--- src/design/otpc_pkg.sv ---
// Constants for the power-up mode and fuse configuration loader.
// Assumes one 100 MHz system clock and a synchronous active-low power-on reset.
package otpc_pkg;
    localparam int WORD_W = 70;
    localparam int SEL_BIT = 0;
    localparam int BANK_BIT = 1;
    localparam int B0_LEV_LSB = 2;
    localparam int B0_LED_LSB = 24;
    localparam int B0_CAL_LSB = 27;
    localparam int B0_MON_LSB = 29;
    localparam int B0_CREEP_LSB = 31;
    localparam int B0_GAIN_LSB = 33;
    localparam int B1_LEV_LSB = 35;
    localparam int B1_LED_LSB = 57;
    localparam int B1_CAL_LSB = 60;
    localparam int B1_MON_LSB = 62;
    localparam int B1_CREEP_LSB = 64;
    localparam int B1_GAIN_LSB = 66;
    localparam int LEV_W = 22;
    localparam logic [1:0] DEF_GAIN = 2'h3;
    localparam logic [1:0] DEF_CREEP = 2'h1;
    localparam logic [1:0] DEF_MON = 2'h2;
    localparam logic [1:0] DEF_CAL = 2'h1;
    localparam logic [2:0] DEF_LED = 3'h5;
    localparam logic [21:0] DEF_LEV = 22'h06A6D4;
    localparam logic [2:0] LED_SPARE_CODE = 3'h7;
    localparam logic [2:0] LED_SPARE_MAP = 3'h6;
    localparam logic [4:0] GAIN_LOW = 5'h04;
    localparam logic [4:0] GAIN_MID = 5'h10;
    localparam logic [4:0] GAIN_HIGH = 5'h14;
    localparam logic [12:0] BASE_RATE = 13'h0064;
    localparam logic [6:0] BASE_MULT = 7'h08;
    localparam logic [3:0] CAL_SH_OFS = 4'h3;
    localparam logic [9:0] DIV_BASE = 10'h200;
    localparam logic [2:0] SETTLE_CYC = 3'h4;
    localparam logic [6:0] SHIFT_LAST = 7'h45;
    localparam logic [69:0] SHIFT_RST = {70{1'b1}};
    localparam int PIN_N = 4;
    localparam int PIN_MODE = 0;
    localparam int PIN_SCLK = 1;
    localparam int PIN_DATA = 2;
    localparam int PIN_BURN = 3;

    typedef enum logic [2:0] {
        ST_SETTLE = 3'b000,
        ST_READ = 3'b001,
        ST_NORMAL = 3'b010,
        ST_PROGRAM_DATA_PIN_IDLE = 3'b011,
        ST_TW_ARMED = 3'b100,
        ST_TW_SHIFT = 3'b101
    } otpc_state_e;
endpackage

--- src/design/otpc_pin_if.sv ---
// Carries the raw programming pins and their synchronised levels and edges.
// Assumes every signal here lives on the system clock, except raw.
`timescale 1ns/1ps
interface otpc_pin_if #(parameter int N = 4);
    logic [N-1:0] raw;
    logic [N-1:0] lvl;
    logic [N-1:0] rise;
    logic [N-1:0] fall;
    modport sync_mp (input raw, output lvl, output rise, output fall);
    modport core_mp (output raw, input lvl, input rise, input fall);
endinterface

--- src/design/otpc_config_loader.sv ---
// Power-up mode latch, dual-bank fuse store, test-write shifter and decoded
// configuration with the fast pulse stream and its three output dividers.
// Assumes rst_n_i is the power-on reset; fuse cells survive it.
//
// Functional notes
// - At every power-up the fuses are read and the active bank used.
// - Two full banks; bank choice bit picks bank 0 or bank 1.
// - Mode latched only at power-up: select 0 normal, 1 with clock low programming.
// - Programming mode holds until power is removed.
// - Undriven mode select gives normal metering.
// - Motor, calibration and indicator pulses still run in programming mode.
// - Program data pin carries test-write data and burn data.
// - Test-write loads a volatile register and the device runs from it.
// - Burn sets selected fuse cells permanently.
// - Gain code 00 gives 4, 01/10 give 16, 11 gives 20; default 11.
// - Anti-creep code selects one of four thresholds; default 01.
// - Motor rate code selects 100 to 800 impulses; default 10.
// - Calibration multiplier 8 to 64 on motor rate; default 01.
// - Indicator rate code selects 100 to 6400 impulses; default 101.
// - Fast pulse when accumulator exceeds the 22-bit threshold.
// - All output rates divide down the one fast pulse stream.
// - Hard defaults apply unless the use-programmed bit is set.
// - Test-write: mode falls then rises, then 70 shift clocks on rising edges.
// - Test-written word lives only in volatile storage.
`timescale 1ns/1ps
module otpc_config_loader #(
    parameter int ENERGY_W = 16
) (
    input wire logic sys_clk_i,
    input wire logic rst_n_i,
    input wire logic fuse_blank_n_i,
    input wire logic power_up_mode_select_i,
    input wire logic direction_out_shift_clock_i,
    input wire logic program_data_pin_i,
    input wire logic burn_strobe_i,
    input wire logic energy_valid_i,
    input wire logic [ENERGY_W-1:0] energy_inc_i,
    output logic program_data_pin_mode_o,
    output logic cfg_valid_o,
    output logic [4:0] gain_o,
    output logic [1:0] creep_sel_o,
    output logic [12:0] mon_rate_o,
    output logic [6:0] cal_mult_o,
    output logic [12:0] led_rate_o,
    output logic [21:0] pulse_lev_o,
    output logic fast_pulse_o,
    output logic motor_drive_outputs_o,
    output logic cal_pulse_o,
    output logic led_pulse_o
);
    if (ENERGY_W < 1 || ENERGY_W > 22) begin : g_bad_width
        $error("ENERGY_W must be 1 to 22");
    end

    ////////////////////////////////////////////////////////////////////////
    otpc_pin_if #(.N(otpc_pkg::PIN_N)) pins ();
    assign pins.raw = {burn_strobe_i, program_data_pin_i,
                       direction_out_shift_clock_i, power_up_mode_select_i};
    otpc_pin_sync #(.N(otpc_pkg::PIN_N)) u_sync (
        .sys_clk_i(sys_clk_i),
        .rst_n_i(rst_n_i),
        .pins(pins)
    );

    ////////////////////////////////////////////////////////////////////////
    otpc_pkg::otpc_state_e state_q, state_d;
    logic [6:0] cnt_q, cnt_d;
    logic [69:0] shift_q, shift_d;
    logic [69:0] word_q, word_d;
    logic [69:0] fuse_q, fuse_d;
    logic load_q, load_d;

    always_comb begin
        state_d = state_q;
        cnt_d = cnt_q;
        shift_d = shift_q;
        word_d = word_q;
        fuse_d = fuse_q;
        load_d = 1'b0;
        case (state_q)
            otpc_pkg::ST_SETTLE: begin
                cnt_d = cnt_q + 7'h01;
                if (cnt_q[2:0] == otpc_pkg::SETTLE_CYC) begin
                    state_d = otpc_pkg::ST_READ;
                end
            end
            otpc_pkg::ST_READ: begin
                word_d = fuse_q;
                load_d = 1'b1;
                cnt_d = 7'h00;
                // Pull-down makes an open pin read 0, i.e. normal
                if (pins.lvl[otpc_pkg::PIN_MODE] && !pins.lvl[otpc_pkg::PIN_SCLK]) begin
                    state_d = otpc_pkg::ST_PROGRAM_DATA_PIN_IDLE;
                end else begin
                    state_d = otpc_pkg::ST_NORMAL;
                end
            end
            otpc_pkg::ST_NORMAL: begin
                state_d = otpc_pkg::ST_NORMAL;
            end
            otpc_pkg::ST_PROGRAM_DATA_PIN_IDLE: begin
                if (pins.fall[otpc_pkg::PIN_MODE]) begin
                    state_d = otpc_pkg::ST_TW_ARMED;
                end else if (pins.rise[otpc_pkg::PIN_BURN]) begin
                    // Ones of the true word blow cells; only the factory blank input clears one
                    fuse_d = fuse_q | ~shift_q;
                end
            end
            otpc_pkg::ST_TW_ARMED: begin
                if (pins.rise[otpc_pkg::PIN_MODE]) begin
                    state_d = otpc_pkg::ST_TW_SHIFT;
                    cnt_d = 7'h00;
                end
            end
            otpc_pkg::ST_TW_SHIFT: begin
                if (pins.rise[otpc_pkg::PIN_SCLK]) begin
                    // First bit shifted ends up at bit 69
                    shift_d = {shift_q[68:0], pins.lvl[otpc_pkg::PIN_DATA]};
                    cnt_d = cnt_q + 7'h01;
                    if (cnt_q == otpc_pkg::SHIFT_LAST) begin
                        word_d = ~shift_d;
                        load_d = 1'b1;
                        state_d = otpc_pkg::ST_PROGRAM_DATA_PIN_IDLE;
                    end
                end
            end
            default: begin
                state_d = otpc_pkg::ST_SETTLE;
            end
        endcase
        if (!fuse_blank_n_i) begin
            fuse_d = '0;
        end
    end

    // Word and shifter reset at power-up, so a test-write is lost with supply
    always_ff @(posedge sys_clk_i) begin
        if (!rst_n_i) begin
            state_q <= otpc_pkg::ST_SETTLE;
            cnt_q <= 7'h00;
            shift_q <= otpc_pkg::SHIFT_RST;
            word_q <= '0;
            load_q <= 1'b0;
        end else begin
            state_q <= state_d;
            cnt_q <= cnt_d;
            shift_q <= shift_d;
            word_q <= word_d;
            load_q <= load_d;
        end
    end

    // Fuses ignore the power-on reset; only the factory blank input clears them
    always_ff @(posedge sys_clk_i) begin
        fuse_q <= fuse_d;
    end

    ////////////////////////////////////////////////////////////////////////
    logic [1:0] f_gain, f_creep, f_mon, f_cal;
    logic [2:0] f_led, led_code;
    logic [21:0] f_lev;
    logic [4:0] gain_d;
    logic [3:0] sh_d [3];
    logic [3:0] sh_q [3];
    logic cfg_valid_q;

    always_comb begin
        if (!word_q[otpc_pkg::SEL_BIT]) begin
            f_gain = otpc_pkg::DEF_GAIN;
            f_creep = otpc_pkg::DEF_CREEP;
            f_mon = otpc_pkg::DEF_MON;
            f_cal = otpc_pkg::DEF_CAL;
            f_led = otpc_pkg::DEF_LED;
            f_lev = otpc_pkg::DEF_LEV;
        end else if (word_q[otpc_pkg::BANK_BIT]) begin
            f_gain = word_q[otpc_pkg::B1_GAIN_LSB +: 2];
            f_creep = word_q[otpc_pkg::B1_CREEP_LSB +: 2];
            f_mon = word_q[otpc_pkg::B1_MON_LSB +: 2];
            f_cal = word_q[otpc_pkg::B1_CAL_LSB +: 2];
            f_led = word_q[otpc_pkg::B1_LED_LSB +: 3];
            f_lev = word_q[otpc_pkg::B1_LEV_LSB +: otpc_pkg::LEV_W];
        end else begin
            f_gain = word_q[otpc_pkg::B0_GAIN_LSB +: 2];
            f_creep = word_q[otpc_pkg::B0_CREEP_LSB +: 2];
            f_mon = word_q[otpc_pkg::B0_MON_LSB +: 2];
            f_cal = word_q[otpc_pkg::B0_CAL_LSB +: 2];
            f_led = word_q[otpc_pkg::B0_LED_LSB +: 3];
            f_lev = word_q[otpc_pkg::B0_LEV_LSB +: otpc_pkg::LEV_W];
        end
        case (f_gain)
            2'h0: gain_d = otpc_pkg::GAIN_LOW;
            2'h1: gain_d = otpc_pkg::GAIN_MID;
            2'h2: gain_d = otpc_pkg::GAIN_MID;
            default: gain_d = otpc_pkg::GAIN_HIGH;
        endcase
        led_code = (f_led == otpc_pkg::LED_SPARE_CODE) ? otpc_pkg::LED_SPARE_MAP : f_led;
        sh_d[0] = {2'h0, f_mon};
        sh_d[1] = {2'h0, f_mon} + {2'h0, f_cal} + otpc_pkg::CAL_SH_OFS;
        sh_d[2] = {1'h0, led_code};
    end

    // Decoded fields change only on a load, never mid-run
    always_ff @(posedge sys_clk_i) begin
        if (!rst_n_i) begin
            cfg_valid_q <= 1'b0;
            gain_o <= otpc_pkg::GAIN_HIGH;
            creep_sel_o <= otpc_pkg::DEF_CREEP;
            mon_rate_o <= '0;
            cal_mult_o <= '0;
            led_rate_o <= '0;
            pulse_lev_o <= otpc_pkg::DEF_LEV;
            sh_q <= '{default: 4'h0};
        end else if (load_q) begin
            cfg_valid_q <= 1'b1;
            gain_o <= gain_d;
            creep_sel_o <= f_creep;
            mon_rate_o <= otpc_pkg::BASE_RATE << f_mon;
            cal_mult_o <= otpc_pkg::BASE_MULT << f_cal;
            led_rate_o <= otpc_pkg::BASE_RATE << led_code;
            pulse_lev_o <= f_lev;
            sh_q <= sh_d;
        end
    end
    assign cfg_valid_o = cfg_valid_q;
    assign program_data_pin_mode_o = (state_q == otpc_pkg::ST_PROGRAM_DATA_PIN_IDLE) ||
                         (state_q == otpc_pkg::ST_TW_ARMED) ||
                         (state_q == otpc_pkg::ST_TW_SHIFT);

    ////////////////////////////////////////////////////////////////////////
    logic [23:0] acc_q, acc_d, acc_sum;
    logic fast_pulse_q, fast_pulse_d;

    always_comb begin
        acc_sum = acc_q + (energy_valid_i ? 24'(energy_inc_i) : 24'h000000);
        acc_d = acc_q;
        fast_pulse_d = 1'b0;
        if (cfg_valid_q) begin
            acc_d = acc_sum;
            if (acc_sum > {2'h0, pulse_lev_o}) begin
                acc_d = acc_sum - {2'h0, pulse_lev_o};
                fast_pulse_d = 1'b1;
            end
        end
    end

    always_ff @(posedge sys_clk_i) begin
        if (!rst_n_i) begin
            acc_q <= 24'h000000;
            fast_pulse_q <= 1'b0;
        end else begin
            acc_q <= acc_d;
            fast_pulse_q <= fast_pulse_d;
        end
    end
    assign fast_pulse_o = fast_pulse_q;

    // Fast stream counts at 51200 per kWh; divide by 512 >> shift per output
    logic [2:0] out_pulse_q;
    genvar gi;
    generate
        for (gi = 0; gi < 3; gi++) begin : g_div
            logic [9:0] div_q, div_d, div_top;
            logic out_d;
            always_comb begin
                div_top = (otpc_pkg::DIV_BASE >> sh_q[gi]) - 10'h001;
                div_d = div_q;
                out_d = 1'b0;
                if (fast_pulse_q) begin
                    if (div_q >= div_top) begin
                        div_d = 10'h000;
                        out_d = 1'b1;
                    end else begin
                        div_d = div_q + 10'h001;
                    end
                end
            end
            always_ff @(posedge sys_clk_i) begin
                if (!rst_n_i) begin
                    div_q <= 10'h000;
                    out_pulse_q[gi] <= 1'b0;
                end else begin
                    div_q <= div_d;
                    out_pulse_q[gi] <= out_d;
                end
            end
        end
    endgenerate
    // No mode gating, so the pulses stay visible while programming
    assign motor_drive_outputs_o = out_pulse_q[0];
    assign cal_pulse_o = out_pulse_q[1];
    assign led_pulse_o = out_pulse_q[2];

    ////////////////////////////////////////////////////////////////////////
    program_data_pin_sticky_a: assert property (@(posedge sys_clk_i) disable iff (!rst_n_i)
        program_data_pin_mode_o |=> program_data_pin_mode_o) else $error("left programming mode");
    normal_sticky_a: assert property (@(posedge sys_clk_i) disable iff (!rst_n_i)
        state_q == otpc_pkg::ST_NORMAL |=> state_q == otpc_pkg::ST_NORMAL)
        else $error("left normal mode");
    mode_pick_a: assert property (@(posedge sys_clk_i) disable iff (!rst_n_i)
        (state_q == otpc_pkg::ST_READ && !pins.lvl[otpc_pkg::PIN_MODE])
        |=> state_q == otpc_pkg::ST_NORMAL ##1 load_q == 1'b0)
        else $error("low mode select did not give normal");
    fuse_keep_a: assert property (@(posedge sys_clk_i)
        fuse_blank_n_i |=> ((fuse_q & $past(fuse_q)) == $past(fuse_q)))
        else $error("a burned fuse cleared");
    tw_load_a: assert property (@(posedge sys_clk_i) disable iff (!rst_n_i)
        (state_q == otpc_pkg::ST_TW_SHIFT && pins.rise[otpc_pkg::PIN_SCLK]
         && cnt_q == otpc_pkg::SHIFT_LAST)
        |=> state_q == otpc_pkg::ST_PROGRAM_DATA_PIN_IDLE && word_q == ~shift_q ##2 cfg_valid_o)
        else $error("test-write did not load inverted word");
    cfg_hold_a: assert property (@(posedge sys_clk_i) disable iff (!rst_n_i)
        !load_q |=> $stable(pulse_lev_o) && $stable(gain_o))
        else $error("config changed without a load");
    default_cfg_a: assert property (@(posedge sys_clk_i) disable iff (!rst_n_i)
        (load_q && !word_q[otpc_pkg::SEL_BIT])
        |=> gain_o == otpc_pkg::GAIN_HIGH && pulse_lev_o == otpc_pkg::DEF_LEV
            && led_rate_o == 13'h0C80)
        else $error("defaults not applied");
    bank_pick_a: assert property (@(posedge sys_clk_i) disable iff (!rst_n_i)
        (load_q && word_q[otpc_pkg::SEL_BIT] && word_q[otpc_pkg::BANK_BIT])
        |=> pulse_lev_o == $past(word_q[56:35]))
        else $error("bank 1 threshold not taken");
    fast_fire_a: assert property (@(posedge sys_clk_i) disable iff (!rst_n_i)
        (cfg_valid_q && energy_valid_i && acc_sum > {2'h0, pulse_lev_o})
        |=> fast_pulse_o) else $error("threshold crossing gave no pulse");
    div_src_a: assert property (@(posedge sys_clk_i) disable iff (!rst_n_i)
        (led_pulse_o || cal_pulse_o || motor_drive_outputs_o) |-> $past(fast_pulse_q))
        else $error("output pulse without fast pulse");
endmodule // otpc_config_loader

--- src/design/otpc_pin_sync.sv ---
// Two-stage synchronisers with edge detection for the programming pins.
// Assumes raw pins are asynchronous to sys_clk_i.
`timescale 1ns/1ps
module otpc_pin_sync #(
    parameter int N = 4
) (
    input wire logic sys_clk_i,
    input wire logic rst_n_i,
    otpc_pin_if.sync_mp pins
);
    logic [N-1:0] meta_q;
    logic [N-1:0] sync_q;
    logic [N-1:0] last_q;
    logic [N-1:0] meta_d;
    logic [N-1:0] sync_d;
    logic [N-1:0] last_d;

    if (N < 1) begin : g_bad_n
        $error("otpc_pin_sync needs at least one pin");
    end

    always_comb begin
        meta_d = pins.raw;
        sync_d = meta_q;
        last_d = sync_q;
    end

    // Edges compare stages two and three; stage one feeds nothing else
    always_ff @(posedge sys_clk_i) begin
        if (!rst_n_i) begin
            meta_q <= '0;
            sync_q <= '0;
            last_q <= '0;
        end else begin
            meta_q <= meta_d;
            sync_q <= sync_d;
            last_q <= last_d;
        end
    end

    assign pins.lvl = sync_q;
    assign pins.rise = sync_q & ~last_q;
    assign pins.fall = ~sync_q & last_q;
endmodule // otpc_pin_sync

--- config.mk ---
export PLATFORM = sky130hd
export DESIGN_NAME = otpc_config_loader
export DESIGN_NICKNAME = d
export VERILOG_FILES = /design/src/design/otpc_pkg.sv /design/src/design/otpc_pin_if.sv /design/src/design/otpc_config_loader.sv /design/src/design/otpc_pin_sync.sv
export SDC_FILE = /design/constraint.sdc
export NUM_CORES = 1
export LEC_CHECK = 0
export ABC_CLOCK_PERIOD_IN_PS = 5440
export BUFFER_PORTS_ARGS = -buffer_cell sky130_fd_sc_hd__buf_4
export CORE_MARGIN = 3
export CORE_UTILIZATION = 26
export DETAILED_ROUTE_END_ITERATION = 8
export HOLD_SLACK_MARGIN = 0.08
export PLACE_DENSITY_LB_ADDON = 0.15
export SETUP_SLACK_MARGIN = 0.15
export SLEW_MARGIN = 20
export SYNTH_ARGS = -nofsm -noshare
export SYNTH_HDL_FRONTEND = slang
export SYNTH_SLANG_ARGS = --single-unit
--- constraint.sdc ---
create_clock -name sys_clk_i -period 5.44 [get_ports sys_clk_i]
set_input_delay 0 -clock sys_clk_i [delete_from_list [all_inputs] [get_ports sys_clk_i]]
set_output_delay 0 -clock sys_clk_i [all_outputs]
set_load 0.02 [all_outputs]
==> results.md, run 1 <==
- Slew @ Worst Pin: 0.924 ns
- ANT nets after route: 0
- FMAX: 201 MHz
- PnR worst setup slack: around 0.46 ns
- Worst path required time: slightly below 6 ns
- Clk pin slew, worst setup/hold paths: ~0.060 ns
- Multi-input logic area: just under 9000 µm²
- Ys async rst share: 0
- Iteration-0 DRC Markers: 646
- Sequential fraction of the synthesis area: 0.417
- CTS Root Buffer Type: clkbuf_16
- Share of layout cells above drive strength 1: 0.109
- Most used cell, CP: a21oi_2
- CP bufs+invs: 2
- Unrepaired setup endpoints after global routing: no
- Input/output buffers: about 80
- Clock network fraction of total power: 0.400
- Clock buffer count from CTS: 41
- Tot Pwr: slightly above 7 mW
- Peak VDD IR: ~0.00019 V
- Final setup vio count: 0
- Design area: 19200 µm²
- Net Sw Frac: 0.310
- Minimum clock period: 4.98 ns
- Largest net degree at the start of global routing: slightly below 80
- Worst path top cell family by delay: compound AO/OA/AOI/OAI gates
- Htree depth: 2
- Critical path arrival: 5.44 ns
- Starting Density: 0.264
- Number of global-route vias before repair: 13400
- Hold Fails Final Rpt: 0
- Vias: 13500
- Clock sink count: 342
- Reg area: 6850 µm²
- Crit path capture type: flop
- HPWL after detailed placement: ~28000 µm
- Post-Syn Area: 16400 µm²
- Row count: 91
- CTS Buffer Depth: 3
- Die area: 66300 µm²
- Clock latency on the worst-skew pair: 0.56 ns
- EDFF count, synth: 0
- Die W: 257 µm
- NetSw: 2.21 mW
- Unique masters post-synth: 80
- DRT Pass-1 Iters: 5
- DRT Wirelength: between 40000 and 50000 µm
- Relative slew margins: 0.384
- Synth Flop Type: dfxtp_1
- Synthesis-to-layout area growth: 16.8%
- Gate power share: 0.221
- Outcome: complete, no violations
- Max-Cap Viols: 0
- Setup WS pre-CTS: ~0.25 ns
- Fin Setup TNS: 0 ns
- GRT overflow: 0
- Gr usage total: 0.134
- Worst min path class: primary input to flop
- Drt via density: 4.68
- Synth Instances: 1996
- Post-synthesis area per instance: between 8 and 9 µm²
- Pins over their slew limit: 0
- Register bit total from synthesis: 342
- Sequential share of power: 0.380
- Slowest stage delay, CP: 0.49 ns
- Post-DP Area: 17700 µm²
- WS Path Type: flop to flop
- Non-Filler Instances: just under 3000
- CP max-delay cell: or4_1
- Initial antenna violation count: 0
- Post-Route Utilization: 0.309
- Core area: 62200 µm²
- Antenna Cells: 0
- Mean routed wirelength per cell: 15.6 µm
- Fin Clk Skew: 0.0136 ns
- Pwr Density: 371 nW/µm²
- Residual DRC: 0
- First-pass GRT wire length: 72800 µm
- Startpoint types: flop
- Crit share post-route: 0.915
- Height of the die: 257 µm
- Cell chain of the critical path: ha_1 -> fa_1 -> a211oi_1 -> nor2_1 -> a21o_1 -> o211a_4 -> a211o_2 -> a21oi_2 -> nor2_1 -> xnor2_1 -> inv_1 -> ha_1 -> a21o_1 -> a21oi_2 -> o21ai_1 -> a21oi_2 -> a21oi_2 -> buf_4 -> a211o_2 -> or4_1 -> o311ai_2
- Crit Path Max Fanout: 6
- Fin nets: 2121
- Filler Cells Inserted: 6626
- Top Ports: 92
- Leakage: 7.59 nW
- Int Pwr: about 5 mW
- Dpl cells: 2805
- Hold slack: 0.104 ns
- GPL Wtd Cong: 0.760
- TritonCTS clock tree: done
- Synth warn: 0
==> registers in the layout (all words and copies together), names as in the netlist, 7 cells and up <==
name,flops
pulse_lev_o,22
g_div.div_q,30
sh_q,8
word_q,68
cnt_q,7
fuse_q,68
led_rate_o,11
acc_q,24
shift_q,68
mon_rate_o,8
==> timing repair <==
| item | 4_1_cts | 5_1_grt |
|---|---|---|
| hold buffers | 7 | 0 |
| setup endpoints to repair | 0 | 23 |
| hold endpoints to repair | 60 | 0 |
| buffers inserted | 0 | 2 |
| resized for setup | 0 | 4 |
==> power by group through the flow <==
| stage | clock [mW] | combinational (mW) | sequential [mW] |
|---|---|---|---|
| global route | 3.06 | 1.76 | 2.72 |
| floorplan | 0 | 1.21 | 2.74 |
| detailed placement | 0 | 1.59 | 2.76 |
| finish | 2.85 | 1.57 | 2.70 |
| CTS | 2.96 | 1.60 | 2.71 |
| global placement | 0 | 1.57 | 2.76 |
==> worst register-to-register path, stage by stage (launching register included) <==
cell and delay, ns:
dfxtp_1 0.31, ha_1 0.24, fa_1 0.43, a211oi_1 0.22, nor2_1 0.13, a21o_1 0.21
o211a_4 0.28, a211o_2 0.34, a21oi_2 0.20, nor2_1 0.08, xnor2_1 0.23, inv_1 0.07
ha_1 0.37, a21o_1 0.20, a21oi_2 0.18, o21ai_1 0.11, a21oi_2 0.16, a21oi_2 0.09
buf_4 0.15, a211o_2 0.28, or4_1 0.49, o311ai_2 0.10
==> path summary, 6_finish.rpt <==
check                        start                  to  slack, ns  cells past startpoint
setup / recovery          acc_q[0]           acc_q[19]       0.46                     21
hold / removal      energy_valid_i            acc_q[0]       0.10                      5
setup reg to reg          acc_q[0]           acc_q[19]       0.46                     21
hold reg to reg   u_sync.meta_q[3]  u_sync.pins.lvl[3]       0.43                      1
==> cells in the final DEF (no fill, tap or decap), drive strengths merged, types with 3 or more instances in the layout <==
cell type / Yosys / final
nand2: 352 / 352
dfxtp: 342 / 342
nor2: 200 / 200
a21oi: 154 / 154
buf: 31 / 99
nand3: 97 / 97
o21a: 81 / 81
ha: 75 / 75
o211ai: 66 / 66
clkbuf: 106 / 58
inv: 52 / 53
o21ai: 52 / 52
mux2i: 46 / 46
and2: 38 / 38
xor2: 36 / 36
xnor2: 33 / 33
a211oi: 29 / 29
nor3: 22 / 22
a21o: 21 / 21
nand4: 17 / 17
mux2: 14 / 14
conb: 2 / 14
and3: 14 / 14
o22ai: 12 / 12
nor2b: 11 / 11
nand2b: 11 / 11
or2: 9 / 9
or3: 9 / 9
o311ai: 8 / 8
a31oi: 7 / 7
dlygate4sd3: 0 / 7
clkinv: 0 / 7
bufinv: 0 / 5
nor4: 5 / 5
a211o: 4 / 4
nor3b: 3 / 3
a31o: 3 / 3
and4: 3 / 3
==> kinds of logic after synthesis <==
logic type / Yosys count / synth area share
buffers and inverters: 189 / 0.0486
other: 2 / 0.000457
and+or+nand+nor: 802 / 0.215
xor gates and xnor gates: 69 / 0.0368
adders and majority gates: 77 / 0.0595
DFF: 342 / 0.417
muxes: 60 / 0.0376
AOI/OAI and AO/OA: 455 / 0.185
==> area by class of cell <==
type,instances,area share
multi-input combinational,1477,0.462
sequential,342,0.357
clock buffer,58,0.0610
tap,837,0.0546
timing repair buffer,106,0.0430
clock inverter,14,0.0118
inverter,52,0.0103
==> synth_stat cells, types with 8 or more instances <==
library cell	number	share of area
nand3_1	96	0.029
xor2_1	36	0.019
or3_1	8	0.0030
inv_1	51	0.012
and2_1	38	0.014
xnor2_1	33	0.018
buf_1	11	0.0025
nor2_1	199	0.045
or2_2	8	0.0030
mux2_2	14	0.0096
nand4_1	17	0.0065
buf_4	14	0.0064
and3_1	14	0.0053
mux2i_1	46	0.028
a21o_1	20	0.0091
nor2b_1	11	0.0042
o211ai_1	64	0.029
ha_1	75	0.057
o22ai_1	12	0.0046
o21a_1	81	0.037
a211oi_1	25	0.011
nor3_1	22	0.0067
nand2b_1	11	0.0042
dfxtp_1	342	0.42
a21oi_1	150	0.046
o21ai_0	46	0.014
nand2_1	352	0.080
clkbuf_1	106	0.024
==> per-layer routing <==
metal / up-vias / wire length (µm) / track usage
li1: 6895 / - / -
met1: 6390 / 21500 / 0.177
met2: 150 / 21200 / 0.229
met3: 59 / 1340 / 0.0225
met4: 0 / 860 / 0.0318
met5: - / 0 / 0
Power figures use the tool's default switching activity.
==> run 2: changes to the inputs <==
ABC_CLOCK_PERIOD_IN_PS = 4900   (was 5440)
CORE_UTILIZATION = 25   (was 26)
clock period = 4.9 ns   (was 5.44 ns; I/O delays follow)
==> run 2 against run 1 <==
Effect of this change:
- sequential share of layout area shrank 0.71 points
- critical path depth is the same
- first-iteration DRC count shrank 3.7%
- cell area grew 2.1%
- maximum frequency grew 9.1%
- clock-buffer cell count grew 5
- critical path type unchanged
==> results.md, run 2 (synthesis gave the netlist of run 1 again) <==
- Outcome: complete, no violations
- ANT nets after route: 0
- Largest net degree at the start of global routing: 72
- Initial antenna violation count: 1
- Clock latency on the worst-skew pair: 0.56 ns
- First-pass GRT wire length: 73200 µm
- Hold EP: fuse_q[6]
- Crit path capture type: flop
- CTS Root Buffer Type: clkbuf_16
- Row count: 93
- Reg-to-Reg End: acc_q[19]
- Final setup vio count: 0
- Post-DP Area: around 18000 µm²
- Setup WS pre-CTS: -0.0661 ns
- WS Path Type: flop to flop
- Iteration-0 DRC Markers: 622
- R2R setup slack: ~0.34 ns
- Minimum clock period: 4.56 ns
- Worst min path class: primary input to flop
- DRT Pass-1 Iters: 5
- Antenna Cells: 0
- Non-Filler Instances: 2927
- Worst path required time: between 5 and 6 ns
- Die W: 262 µm
- Unrepaired setup endpoints after global routing: no
- Cell chain of the critical path: ha_4 -> fa_2 -> a211oi_2 -> nor2_2 -> a21o_1 -> o211a_4 -> a211o_4 -> a21oi_4 -> buf_6 -> xnor2_2 -> ha_2 -> a21o_1 -> a21o_1 -> a21oi_4 -> o21ai_2 -> a21oi_2 -> a21oi_2 -> buf_4 -> a211o_2 -> or4_4 -> o311ai_2
- Hold Fails Final Rpt: 0
- Critical path arrival: 5.01 ns
- Design area: 19600 µm²
- Height of the die: roughly 260 µm
- GRT overflow: 0
- Slowest stage delay, CP: 0.48 ns
- Starting Density: 0.254
- Leakage: 7.77 nW
- FMAX: 219 MHz
- Startpoint types: flop
- Clock buffer count from CTS: 40
- DRT Wirelength: 45600 µm
- CP max-delay cell: or4_4
- Mean routed wirelength per cell: 15.6 µm
- Max-Cap Viols: 0
- Crit share post-route: 0.932
- Die area: 68800 µm²
- HPWL after detailed placement: 28800 µm
- Most used cell, CP: a21o_1
- CTS Buffer Depth: 3
- GPL Wtd Cong: 0.785
- Fin nets: 2143
- Hold Path Depth: 2
- Fin Setup TNS: 0 ns
- Slew @ Worst Pin: 1.01 ns
- Peak VDD IR: 0.000188 V
- Share of layout cells above drive strength 1: 0.130
- Pins over their slew limit: 0
- Clk pin slew, worst setup/hold paths: 0.06 ns
- Number of global-route vias before repair: 13400
- Dpl cells: 2835
- Worst r2r src: acc_q[0]
- Relative slew margins: 0.328
- Crit Path Max Fanout: 5
- Regs by FF count: fuse_q: 68 flops, shift_q: 68 flops, word_q: 68 flops
- Most frequent cells in the layout: 350 x nand2_1, 339 x dfxtp_1, 195 x nor2_1
- Clock sink count: 342
- Vias: 13600
- Hold slack: 0.112 ns
- Fin Clk Skew: 0.0260 ns
- Reg2Reg Depth: 21
- Residual DRC: 0
- Synthesis-to-layout area growth: 19.2%
- PnR worst setup slack: 0.335 ns
- Hold_sp: fuse_blank_n_i
- Gr usage total: 0.128
- Tot Pwr: 8.13 mW
- Top Ports: slightly above 90
- Htree depth: 2
- Input/output buffers: 78
- TritonCTS clock tree: done
- Drt via density: about 4.7
- Pwr Density: 415 nW/µm²
- Commonest non-fill, non-tap cell in the layout: nand2_1
- Post-Route Utilization: 0.303
- Core area: 64700 µm²
==> run 2: cell count changes in the layout (fill, tap and decap cells not counted), moves of 4 or more <==
| cell | change |
|---|---|
| clkbuf_8 | +4 |
| ha_1 | -9 |
| buf_4 | +18 |
| ha_2 | +6 |
| buf_6 | +4 |
==> run 2: cell type report <==
class,count,area (µm²)
clock buffers,63,1210
well taps,855,1070
inverters,52,198
clock inverters,9,174
repair buffers,129,1040
multi-input cells,1477,9040
flip-flops and latches,342,6850
fillers,6926,45100
==> run 2: what timing repair did <==
action	in CTS	in global routing
resized for setup	11	32
endpoints found under the hold margin	44	0
hold buffers	7	0
setup endpoints to repair	23	23
cloned	1	0
setup buffers	5	7
pin swaps	5	24
==> run 2: worst max path at each step <==
| stage | start | to | slack (ns) |
|---|---|---|---|
| floorplan | acc_q[0] | acc_q[19] | 0.22 |
| global placement | acc_q[0] | acc_q[3] | 0.008 |
| detailed placement | acc_q[0] | acc_q[3] | -0.07 |
| CTS | acc_q[0] | acc_q[3] | 0.15 |
| global route | acc_q[0] | acc_q[19] | 0.13 |
| finish | acc_q[0] | acc_q[19] | 0.34 |
==> run 2: where the power goes <==
group          internal, mW  leakage, nW  switching (mW)
Clock                  1.91        0.676            1.23
Sequential             2.89         2.76           0.135
Combinational         0.814         4.33            1.15
Total                  5.62         7.77            2.51
==> run 2: critical path: cells and delay by family (launching register included) <==
family                     cells  cell delay, ns
AOI/OAI and AO/OA             13            2.49
xor gates and xnor gates       1            0.07
adders and majority gates      3            0.73
buffers and inverters          2            0.31
DFF                            1            0.33
and+or+nand+nor                2            0.55
==> run 2: routing by layer <==
| metal | track usage | share of wire | routed length, µm | up-vias |
|---|---|---|---|---|
| met3 | 0.0224 | 0.035 | 1580 | 69 |
| met2 | 0.221 | 0.47 | 21400 | 172 |
| met1 | 0.165 | 0.47 | 21600 | 6465 |
| met5 | 0 | 0.00029 | 13 | - |
| li1 | - | - | - | 6937 |
| met4 | 0.0352 | 0.022 | 1020 | 2 |
==> run 3: changes to the inputs <==
ABC_CLOCK_PERIOD_IN_PS = 4980   (was 4900)
clock period = 4.98 ns   (was 4.9 ns; I/O delays follow)
==> run 3 against run 2 <==
Effect of this change:
- routed wire length is 0.30% higher
- clock-buffer cell count is 1 lower
- clock power is 3% lower
- sequential share of layout area hardly changed
- core utilization hardly changed
- via count is 0.78% higher
- die area stayed put
- maximum frequency is 2.1% lower
- critical endpoint unchanged
==> results.md, run 3 (synthesis gave the netlist of run 1 again) <==
- Outcome: complete, no violations
- Non-Filler Instances: 2931
- Reg-to-Reg End: acc_q[19]
- Hold Fails Final Rpt: 0
- Worst path required time: roughly 5.4 ns
- Initial antenna violation count: 0
- Input/output buffers: 78
- CTS Root Buffer Type: clkbuf_16
- Fin Clk Skew: roughly 0.0096 ns
- Die area: 68800 µm²
- Hold slack: around 0.11 ns
- Largest net degree at the start of global routing: 81
- Iteration-0 DRC Markers: 591
- WS Path Type: flop to flop
- Clk pin slew, worst setup/hold paths: 0.06 ns
- R2R setup slack: approximately 0.32 ns
- Starting Density: 0.254
- Regs by FF count: fuse_q: 68 flops, shift_q: 68 flops, word_q: 68 flops
- Minimum clock period: 4.66 ns
- TritonCTS clock tree: done
- Worst r2r src: acc_q[0]
- Pins over their slew limit: 0
- Core area: approximately 65000 µm²
- Post-Route Utilization: 0.303
- Reg2Reg Depth: 21
- CTS Buffer Depth: 3
- Relative slew margins: 0.365
- Crit Path Max Fanout: 4
- Antenna Cells: 0
- Startpoint types: flop
- Peak VDD IR: 0.000226 V
- Synthesis-to-layout area growth: 19.1%
- Mean routed wirelength per cell: 15.6 µm
- Tot Pwr: 8.00 mW
- FMAX: 215 MHz
- Clock sink count: ~340
- Slew @ Worst Pin: 0.952 ns
- Worst min path class: primary input to flop
- Row count: 93
- Most frequent cells in the layout: 350 x nand2_1, 339 x dfxtp_1, 196 x nor2_1
- Hold Path Depth: 2
- HPWL after detailed placement: 28800 µm
- Die W: 262 µm
- Pwr Density: just over 400 nW/µm²
- Htree depth: 2
- Crit path capture type: flop
- GRT overflow: 0
- Critical path arrival: 5.12 ns
- Clock latency on the worst-skew pair: 0.55 ns
- Unrepaired setup endpoints after global routing: yes
- DRT Pass-1 Iters: 5
- Hold EP: fuse_q[4]
- Leakage: about 7.8 nW
- Hold_sp: fuse_blank_n_i
- Dpl cells: 2835
- Number of global-route vias before repair: 13500
- Commonest non-fill, non-tap cell in the layout: nand2_1
- Clock buffer count from CTS: 41
- Vias: about 14000
- Final setup vio count: 0
- Top Ports: 92
- ANT nets after route: 0
- Setup WS pre-CTS: -0.0489 ns
- Fin nets: 2146
- Gr usage total: 0.129
- DRT Wirelength: 45700 µm
- PnR worst setup slack: 0.318 ns
- GPL Wtd Cong: 0.768
- Height of the die: 262 µm
- Max-Cap Viols: 0
- Residual DRC: 0
- Share of layout cells above drive strength 1: 0.131
- Crit share post-route: 0.936
- Drt via density: 4.69
- First-pass GRT wire length: 73900 µm
[run 3: metal layers]
metal  global-route usage  vias up  wire [µm]
met4               0.0342        0        937
met3               0.0220       65       1570
met1                0.167     6545      21300
met2                0.223      191      21900
li1                     -     6951          -
met5                    0        -          0
[run 3: worst max path at each step]
| stage | slack, ns | depth (start not counted) | startpoint | endpoint |
|---|---|---|---|---|
| 3_5_place_dp | -0.05 | 20 | acc_q[0] | acc_q[23] |
| 4_1_cts | 0.19 | 18 | acc_q[0] | acc_q[19] |
| 6_report | 0.32 | 21 | acc_q[0] | acc_q[19] |
| 2_1_floorplan | 0.20 | 19 | acc_q[0] | acc_q[23] |
| 3_3_place_gp | -0.0005 | 20 | acc_q[0] | acc_q[23] |
| 5_1_grt | 0.13 | 22 | acc_q[0] | acc_q[17] |
[run 3: final cells by class]
| type | count | area, µm² |
|---|---|---|
| multi-input combinational | 1477 | 9010 |
| clock inverter | 12 | 128 |
| inverter | 52 | 198 |
| fill | 6982 | 45100 |
| tap | 855 | 1070 |
| clock buffer | 62 | 1260 |
| sequential | 342 | 6850 |
| timing repair buffer | 131 | 1060 |
[run 3: through the flow]
| stage | instance area [µm²] | TNS [ns] |
|---|---|---|
| CTS | 19300 | 0 |
| floorplan | 16500 | 0 |
| finish | 19600 | 0 |
| global placement | 17800 | -0.000484 |
| global route | 19600 | 0 |
| detailed placement | 17800 | -0.0612 |
[run 3: critical path: stages (launching register included)]
cell      delay [ns]
dfxtp_2         0.33
ha_4            0.16
fa_2            0.37
a211oi_2        0.25
nor2_2          0.07
a21o_1          0.21
o211a_4         0.26
a211o_4         0.34
a21oi_4         0.17
buf_6           0.14
xnor2_1         0.08
ha_2            0.21
a21o_1          0.20
a21o_1          0.18
a21oi_2         0.19
o21ai_2         0.08
a21oi_2         0.20
a21oi_4         0.10
buf_4           0.14
a211o_2         0.28
or4_1           0.50
o311ai_2        0.10
[run 3: report_power, final]
| group | leakage [nW] | total (mW) | switching [mW] | internal, mW |
|---|---|---|---|---|
| clock network | 0.686 | 3.06 | 1.21 | 1.84 |
| logic | 4.33 | 1.97 | 1.16 | 0.807 |
| registers | 2.76 | 2.97 | 0.122 | 2.85 |
| total | 7.78 | 8.00 | 2.50 | 5.50 |
[run 3: timing repair]
item                       4_1_cts  5_1_grt
setup buffers                    0       12
hold buffers                     7        0
resized for setup                6       27
hold endpoints to repair        39        0
pin swaps                        1       21
gates cloned                     0        3
setup endpoints to repair       19       23
